File: src/ccv_cfg.svh
// Constants of the configuration checksum verifier: register offsets, field positions, reset values, timing.
// Assumes a 16-bit register address space and 8-bit register data.
`ifndef CCV_CFG_SVH
`define CCV_CFG_SVH

// Register offsets.
`define CCV_ADDR_MODE_WORKING   16'h010a
`define CCV_ADDR_CALCULATED     16'h010e
`define CCV_ADDR_DIAG_ONE       16'h0202
`define CCV_ADDR_SEED           16'h0208
`define CCV_ADDR_MODE_NV        16'h100a
`define CCV_ADDR_LOCK_CHECK     16'h1021
`define CCV_ADDR_STORED         16'h1022

// Image byte indices inside the non-volatile configuration.
`define CCV_IDX_MODE            6'd10
`define CCV_IDX_LOCK_CHECK      6'd33
`define CCV_IDX_STORED          6'd34
`define CCV_IMAGE_COVERED       6'd34

// Field positions.
`define CCV_BIT_PERIODIC_EN     0
`define CCV_BIT_ACTION_STOP     1
`define CCV_BIT_FEATURE_EN      2
`define CCV_BIT_ERROR_FLAG      0

// CRC feedback constant and the bit that leaves the register.
`define CCV_CRC_POLY            8'h4d
`define CCV_CRC_TOPBIT          8'h80

// Reset values.
`define CCV_RST_BYTE            8'h00

// Periodic verify interval, in microseconds, and the clock rate in MHz.
`define CCV_PERIOD_US           1000
`define CCV_CLOCK_MHZ           250
`define CCV_PERIOD_CYCLES       (`CCV_PERIOD_US * `CCV_CLOCK_MHZ)

`endif

File: src/ccv_pkg.sv
// Types shared by the configuration checksum verifier modules.
// Assumes nothing of its surroundings.
`default_nettype none

package ccv_pkg;

    // Sequencer states, Gray coded along idle, read, check.
    typedef enum logic [1:0] {
        CCV_IDLE  = 2'b00,
        CCV_READ  = 2'b01,
        CCV_CHECK = 2'b11
    } ccv_state_t;

endpackage : ccv_pkg

`default_nettype wire

File: src/ccv_crc_if.sv
// Carrier between the checksum sequencer and the CRC engine.
// Assumes both ends sit on the same clock.
`default_nettype none

interface ccv_crc_if;
    logic       init;
    logic [7:0] seed;
    logic       byte_valid;
    logic [7:0] data;
    logic [7:0] crc;

    modport sequencer (output init, output seed, output byte_valid, output data, input crc);
    modport engine    (input init, input seed, input byte_valid, input data, output crc);
endinterface : ccv_crc_if

`default_nettype wire

File: src/ccv_checksum_verifier.sv
// Configuration checksum verifier: reads the non-volatile image, recomputes its CRC and flags a mismatch.
// Assumes a synchronous image read port with one cycle of latency and a register strobe port from the
// serial interface decoder.
//
// Overview of operation
// (RULE1) CRC-8, polynomial x8+x6+x3+x2+1, constant 4d.
// (RULE2) XOR byte, shift eight times, conditional feedback.
// (RULE3) Cover image bytes 0 to 33, ascending.
// (RULE4) Start CRC from the per-part seed value.
// (RULE5) Device computes CRC, shows it at 010e.
// (RULE6) Mismatch with stored byte sets error flag.
// (RULE7) Periodic reverify while motor runs, when enabled.
// (RULE8) Mode bit chooses keep running or stop.
// (RULE9) Whole diagnostic gated by feature enable bit.
// (RULE10) Reload working mode bits at reset, download.
// (RULE11) Software writes the stored checksum byte.
// (RULE12) Software sets mode bits before programming.
// (RULE13) Software reads each part's seed first.
// (RULE14) Copy image at startup, busy meanwhile.
// (RULE15) Feature off: never flag, never stop.
`default_nettype none
`include "ccv_cfg.svh"

module ccv_checksum_verifier
    import ccv_pkg::*;
#(
    parameter int PERIOD_CYCLES = `CCV_PERIOD_CYCLES
) (
    // Clock and reset.
    input  wire logic        clock,
    input  wire logic        sys_rst,
    // Register access from the serial interface decoder.
    input  wire logic [15:0] reg_addr,
    input  wire logic        reg_wr,
    input  wire logic [7:0]  reg_wdata,
    input  wire logic        reg_rd,
    output var  logic [7:0]  reg_rdata,
    // Non-volatile image read port, data valid one cycle after the address.
    output var  logic [5:0]  image_addr,
    input  wire logic [7:0]  image_rdata,
    // Per-part seed from the reserved fuse area.
    input  wire logic [7:0]  checksum_seed_value,
    // Download and motor side.
    input  wire logic        download_command,
    input  wire logic        motor_running,
    output var  logic        nonvolatile_busy_flag,
    output var  logic        motor_stop_request
);

    localparam int TIMER_W = $clog2(PERIOD_CYCLES + 1);

    // All state lives in one record. The read-back copies of the non-volatile bytes are refreshed on every
    // pass, load or periodic. The working mode copy is refreshed only by a load. A value that software wrote
    // into the working copy therefore survives periodic verification and is lost only at the next download
    // or reset.
    typedef struct packed {
        ccv_state_t         state;
        logic [5:0]         addr;
        logic               rd_valid;
        logic [5:0]         rd_idx;
        logic               loading;
        logic [7:0]         mode_working;
        logic [7:0]         mode_nv;
        logic [7:0]         lock_check;
        logic [7:0]         stored;
        logic [7:0]         calculated;
        logic               error_flag;
        logic [TIMER_W-1:0] timer;
        logic [7:0]         rdata;
    } ccv_top_state_t;

    ccv_top_state_t cur;
    ccv_top_state_t next_cur;
    logic           feature_en;
    logic           periodic_en;

    ccv_crc_if crc_bus ();

    ccv_crc_engine u_crc (
        .clock   (clock),
        .sys_rst (sys_rst),
        .crc_bus (crc_bus.engine)
    );

    // Feature and mode bits come from the loaded image and working copy.
    // A pass that reads the feature enable bit as zero silences the diagnostic until a later pass reads a one.
    assign feature_en  = cur.lock_check[`CCV_BIT_FEATURE_EN];                     // see (RULE9)
    assign periodic_en = cur.mode_working[`CCV_BIT_PERIODIC_EN];

    // Feed image bytes into the engine as they return; the stored byte is kept out of the sum.
    // The seed is loaded while the first address of a pass is out, so byte 0 folds onto it one cycle later.
    // Keying this on the first cycle of a pass, not on leaving idle, also covers the load that reset starts.
    assign crc_bus.init       = (cur.state == CCV_READ) && (cur.addr == 6'd0);    // see (RULE4)
    assign crc_bus.seed       = checksum_seed_value;                              // see (RULE4)
    assign crc_bus.byte_valid = cur.rd_valid && (cur.rd_idx < `CCV_IMAGE_COVERED); // see (RULE3)
    assign crc_bus.data       = image_rdata;

    // Sequencer, register file and periodic timer.
    // A pass walks the image addresses 0 to 34 once. The engine folds the bytes as they come back, and the
    // check state compares the result with the stored byte. A load pass also refreshes the working mode copy
    // and raises the busy flag; a periodic pass does neither. The timer counts only in idle, so the interval
    // runs from the end of one pass to the start of the next.
    always_comb begin
        logic mismatch;
        mismatch = 1'b0;
        next_cur = cur;
        next_cur.rd_valid = 1'b0;
        unique case (cur.state)
            CCV_IDLE: begin
                // A download always wins over a periodic pass that would start in the same cycle.
                if (download_command) begin
                    next_cur.state   = CCV_READ;
                    next_cur.loading = 1'b1;
                    next_cur.addr    = 6'd0;
                    next_cur.timer   = '0;                                        // Restart the interval.
                end else if (feature_en && periodic_en && motor_running) begin // see (RULE7)
                    if (cur.timer >= TIMER_W'(PERIOD_CYCLES - 1)) begin
                        next_cur.timer = '0;
                        next_cur.state = CCV_READ;
                        next_cur.addr  = 6'd0;
                    end else begin
                        next_cur.timer = cur.timer + TIMER_W'(1);
                    end
                end else begin
                    next_cur.timer = '0;
                end
            end
            CCV_READ: begin
                // Addresses run 0 to 34 in ascending order; data trails by one cycle.
                next_cur.rd_valid = 1'b1;
                next_cur.rd_idx   = cur.addr;
                if (cur.addr == `CCV_IDX_STORED) begin
                    next_cur.state = CCV_CHECK;
                end else begin
                    next_cur.addr = cur.addr + 6'd1;
                end
            end
            CCV_CHECK: begin
                // The last byte is folded on entry here, so the engine holds the final sum now.
                next_cur.calculated = crc_bus.crc;                                // see (RULE5)
                // The stored byte is on the read port in this very cycle and reaches its register only at
                // the end of it. The comparison therefore takes it from the port, because the register
                // still holds the byte of the previous pass.
                mismatch            = crc_bus.crc != image_rdata;                 // see (RULE6)
                if (mismatch && feature_en) begin                                 // see (RULE15)
                    next_cur.error_flag = 1'b1;                                   // see (RULE6)
                end
                next_cur.loading = 1'b0;
                next_cur.state   = CCV_IDLE;
            end
            default: begin
                // The unused code can only come from an upset. Drop back to idle, so that the next
                // download or periodic pass starts clean.
                next_cur.loading = 1'b0;
                next_cur.state   = CCV_IDLE;
            end
        endcase
        // Capture bytes of interest as they return from the image.
        // Each byte is taken straight off the read port, one cycle after its address went out.
        if (cur.rd_valid) begin
            if (cur.rd_idx == `CCV_IDX_MODE) begin
                next_cur.mode_nv = image_rdata;
                if (cur.loading) begin
                    next_cur.mode_working = image_rdata;                          // see (RULE10)
                end
            end
            if (cur.rd_idx == `CCV_IDX_LOCK_CHECK) begin
                next_cur.lock_check = image_rdata;
            end
            if (cur.rd_idx == `CCV_IDX_STORED) begin
                next_cur.stored = image_rdata;
            end
        end
        // Software may rewrite the working mode copy; the non-volatile registers are not written here.
        // Writes elsewhere are dropped, because the non-volatile bytes belong to the one-time programming flow.
        if (reg_wr && (reg_addr == `CCV_ADDR_MODE_WORKING) && !cur.loading) begin
            next_cur.mode_working = reg_wdata;
        end
        // Reading the diagnostic register clears the flag, unless a new error lands in the same cycle.
        // Such a read returns the old flag and leaves the new one standing for the next read.
        if (reg_rd && (reg_addr == `CCV_ADDR_DIAG_ONE) && !(mismatch && feature_en)) begin
            next_cur.error_flag = 1'b0;
        end
        // Read data is registered; unmapped addresses return zero.
        if (reg_rd) begin
            unique case (reg_addr)
                `CCV_ADDR_MODE_WORKING: next_cur.rdata = cur.mode_working;
                `CCV_ADDR_CALCULATED:   next_cur.rdata = cur.calculated;
                `CCV_ADDR_DIAG_ONE:     next_cur.rdata = {7'h00, cur.error_flag};
                `CCV_ADDR_SEED:         next_cur.rdata = checksum_seed_value;
                `CCV_ADDR_MODE_NV:      next_cur.rdata = cur.mode_nv;
                `CCV_ADDR_LOCK_CHECK:   next_cur.rdata = cur.lock_check;
                `CCV_ADDR_STORED:       next_cur.rdata = cur.stored;
                default:                next_cur.rdata = 8'h00;
            endcase
        end
    end

    // Reset starts a full image load, as a sleep to standby transition does.
    // Limitation: this load takes a few dozen cycles, far less than the slow fuse read that it stands for.
    // Software that polls the busy flag therefore sees it drop much sooner than it would on silicon.
    always_ff @(posedge clock) begin
        if (sys_rst) begin
            cur              <= '0;
            cur.state        <= CCV_READ;                                         // see (RULE14)
            cur.loading      <= 1'b1;                                             // see (RULE10)
        end else begin
            cur <= next_cur;
        end
    end

    // Outputs. The stop request is a level built only from flip-flops. It rises in the cycle after the check
    // that finds a mismatch, and it falls when a read of the diagnostic register clears the flag or when
    // software turns the stop action off.
    assign reg_rdata             = cur.rdata;
    assign image_addr            = cur.addr;
    assign nonvolatile_busy_flag = cur.loading;                                   // see (RULE14)
    assign motor_stop_request    = feature_en && cur.error_flag
                                   && cur.mode_working[`CCV_BIT_ACTION_STOP];     // see (RULE8)

endmodule : ccv_checksum_verifier

`default_nettype wire

File: src/ccv_crc_engine.sv
// CRC-8 engine that folds one configuration byte per clock into its register.
// Assumes the sequencer pulses init before the first byte of every pass.
`default_nettype none
`include "ccv_cfg.svh"

module ccv_crc_engine
    import ccv_pkg::*;
(
    // Clock and reset.
    input  wire logic   clock,
    input  wire logic   sys_rst,
    // Sequencer side.
    ccv_crc_if.engine   crc_bus
);

    typedef struct packed {
        logic [7:0] crc;
    } ccv_crc_state_t;

    ccv_crc_state_t cur;
    ccv_crc_state_t next_cur;

    // Eight bitwise steps unrolled by a loop so one byte costs one cycle.
    function automatic logic [7:0] ccv_crc8_byte(input logic [7:0] crc_in, input logic [7:0] data_in);
        logic [7:0] acc;
        acc = crc_in ^ data_in;                                     // see (RULE2)
        for (int i = 0; i < 8; i++) begin
            if ((acc & `CCV_CRC_TOPBIT) != 8'h00) begin
                acc = {acc[6:0], 1'b0} ^ `CCV_CRC_POLY;             // see (RULE1)
            end else begin
                acc = {acc[6:0], 1'b0};
            end
        end
        return acc;
    endfunction : ccv_crc8_byte

    // Seed load takes priority over a byte in the same cycle.
    always_comb begin
        next_cur = cur;
        if (crc_bus.init) begin
            next_cur.crc = crc_bus.seed;                            // see (RULE4)
        end else if (crc_bus.byte_valid) begin
            next_cur.crc = ccv_crc8_byte(cur.crc, crc_bus.data);
        end
    end

    always_ff @(posedge clock) begin
        if (sys_rst) begin
            cur <= '{crc: `CCV_RST_BYTE};
        end else begin
            cur <= next_cur;
        end
    end

    assign crc_bus.crc = cur.crc;

endmodule : ccv_crc_engine

`default_nettype wire

File: config.mk
export PLATFORM = sky130hd
export DESIGN_NAME = ccv_checksum_verifier
export DESIGN_NICKNAME = d
export VERILOG_FILES = /design/src/ccv_pkg.sv /design/src/ccv_crc_if.sv /design/src/ccv_checksum_verifier.sv /design/src/ccv_crc_engine.sv
export VERILOG_INCLUDE_DIRS = /design/src
export SDC_FILE = /design/constraint.sdc
export NUM_CORES = 1
export LEC_CHECK = 0
export BUFFER_PORTS_ARGS = -buffer_cell sky130_fd_sc_hd__buf_4
export CAP_MARGIN = 20
export CORE_AREA = 2 2 102 104
export CTS_BUF_LIST = sky130_fd_sc_hd__clkbuf_4
export DETAILED_ROUTE_END_ITERATION = 8
export DIE_AREA = 0 0 104 106
export PLACE_DENSITY = 0.77
export SLEW_MARGIN = 20
export SYNTH_ARGS = -nofsm -noshare
export SYNTH_HDL_FRONTEND = slang
export SYNTH_SLANG_ARGS = --single-unit
File: constraint.sdc
create_clock -name clock -period 5.9 [get_ports clock]
set_input_delay 0.59 -clock clock [delete_from_list [all_inputs] [get_ports clock]]
set_output_delay 0.59 -clock clock [all_outputs]
set_load 0.02 [all_outputs]
==> metrics.yaml <==
min_period_ns: 2.61
final_cell_area_um2: 5460
routed_wl_um: 13000
startpoint_type: "flop"
cp_cell_sequence: "ha_1 > and3_2 > o41ai_1 > a211oi_2 > buf_4 > nor2_1 > a22o_1"
globalRouteTotalUtil: 0.240
p_leak_nw: 1.92
ys.flop_type: "dfxtp_1"
syn2layout_area_growth_pct: 11.6
die_height_um: 106
crit_family: "compound AO/OA/AOI/OAI gates"
setup_violations: 0
clk_pin_slew_ns: 0.15
cts_max_level: 3
synthArstFlopShare: 0
synth_area_um2: 4890
io_pins: 62
synth_nets: 632
routabilityCongestion: 0.911
synth-edff-count: 0
fin_crit_sh: 0.443
grt_pass1_wl_um: 21100
cp_slowest_cell: "o41ai_1"
status: "finished, final reports clean"
grt_overflow_total: 0
cts_tree: "done"
critPathArrivalTime_ns: 3.01
via_per_inst: 5.97
final_cell_mix: "91 x dfxtp_1, 64 x buf_4, 56 x nand2_1"
cts_resized: 0
slew_violations: 0
crit_fanout: 12
synthCells: 582
critPathCaptureType: "flop"
worst_slack_ns: 3.29
clk_latency_ns: 0.47
cp_data_required_time_ns: 6.30
slew_headroom: 0.339
drv_cap: 0
max_freq_mhz: 383
power.density_nw_per_um2: 247
drive_above_1_share: 0.149
std_cell_rows: 37
cts_made_buffers: 9
whs_ns: 0.372
synth-warning-count: 0
initial_utilization: 0.489
rsz0062_at_grt: "no"
grt_antenna_before_repair: 1
hold_buffers: 0
detail-route-antenna-nets: 0
max_stage_delay_ns: 0.46
place_area_um2: 5260
skew_ns: 0.0149
hold_viol_final: 0
drt_iter0_drc: 375
synth_cell_types: 61
grt_pass1_vias: 4078
cts-root-buf: "clkbuf_4"
remaining_drc_errors: 0
finalSetupTns_ns: 0
worst_pin_slew_ns: 0.988
coreArea_um2: 10000
die-area_um2: 11000
hpwl_um: 9500
vias: 4494
critPathKind: "reg2reg"
hold_path.class: "in2reg"
cts.sink_count: 91
drtPass1Iterations: 6
yosysSeqAreaShare: 0.373
ir_drop_uv: 98.1
grt_max_degree: 67
cts_buffer_depth: 2
synth-seq-cells: 91
die_w_um: 104
syn_area_per_cell_um2: 8.40
post-cts-setup-buffer-count: 0
routedWlPerCell_um: 17.3
portBuffers: 61
fin_nets: 661
worstPathBufferInverterCount: 1
final_common_cell: "dfxtp_1"
final.fill_count: 974
dp_worst_setup_slack_ns: 3.26
state kept, by name, summed over array words and instances (netlist names):
name                   count
reg_rdata                  8
cur                       68
image_addr                 6
u_crc.crc_bus.crc          8
nonvolatile_busy_flag      1
area by class of cell:
cell class	count	area, µm²	area share
clock buffer	9	67.6	0.0124
clock inverter	7	124	0.0227
tap	136	170	0.0312
antenna	1	2.50	0.000459
multi-input combinational	428	2730	0.500
sequential	91	1820	0.334
timing repair buffer	64	480	0.0881
inverter	17	63.8	0.0117
path summary, 6_finish.rpt:
path / start / to / slack (ns) / depth (start not counted)
setup reg to reg: cur[8] / cur[12] / 3.29 / 7
hold / removal: checksum_seed_value[2] / u_crc.crc_bus.crc[2] / 0.37 / 3
setup / recovery: cur[8] / cur[12] / 3.29 / 7
hold reg to reg: cur[29] / cur[29] / 0.47 / 2
layer usage:
metal / wire length (µm) / track usage / up-vias
met1: 5980 / 0.339 / 2116
met5: 0 / 0 / -
met3: 843 / 0.0399 / 25
met2: 5890 / 0.364 / 167
met4: 336 / 0.100 / 0
li1: - / - / 2186
synthesized netlist by cell type, drive strengths merged (5+ instances only):
cell      n  area, µm²
dfxtp    91       1820
nand2    56        210
nor2     50        188
a21oi    43        215
nand3    35        180
buf      29        218
mux2i    25        250
nor3     21        115
clkbuf   17       65.1
xnor2    17        149
a22oi    16        120
inv      16       60.1
o21ai    16       80.1
nor4     13       96.3
o31ai    11       82.6
xor2     10       87.6
a2111oi   8       70.1
a22o      8       71.3
nand2b    8       50.1
nand4     8       50.1
or4       7       52.6
and3      6       38.8
a211o     5       43.8
nor2b     5       31.3
nor3b     5       37.5
o41ai     5       43.8
or3       5       32.5
cell families after synthesis:
group | share of synthesized area
compound gates | 0.191
xor+xnor | 0.0530
fa+ha+maj | 0.0102
buf+inv | 0.0709
flops | 0.373
mux | 0.0558
simple gates | 0.246
report_power, final:
group	total, mW	switching, mW	leakage [nW]	internal [mW]
Clock	0.450	0.233	0.0967	0.217
Combinational	0.246	0.131	1.08	0.115
Sequential	0.650	0.0197	0.736	0.631
Total	1.35	0.384	1.92	0.963
stage by stage:
step,std cells,utilization,total power [mW]
final,753,0.546,1.35
after global routing,753,0.546,1.40
after floorplan,582,-,0.838
after CTS,752,0.545,1.35
after global placement,736,0.526,0.899
after detailed placement,736,0.526,0.905
worst reg2reg max path, stage by stage (launching register included):
cell and delay, ns:
dfxtp_1 0.37, ha_1 0.25, and3_2 0.24, o41ai_1 0.46, a211oi_2 0.30, buf_4 0.25, nor2_1 0.46, a22o_1 0.23
Power figures use the tool's default switching activity.
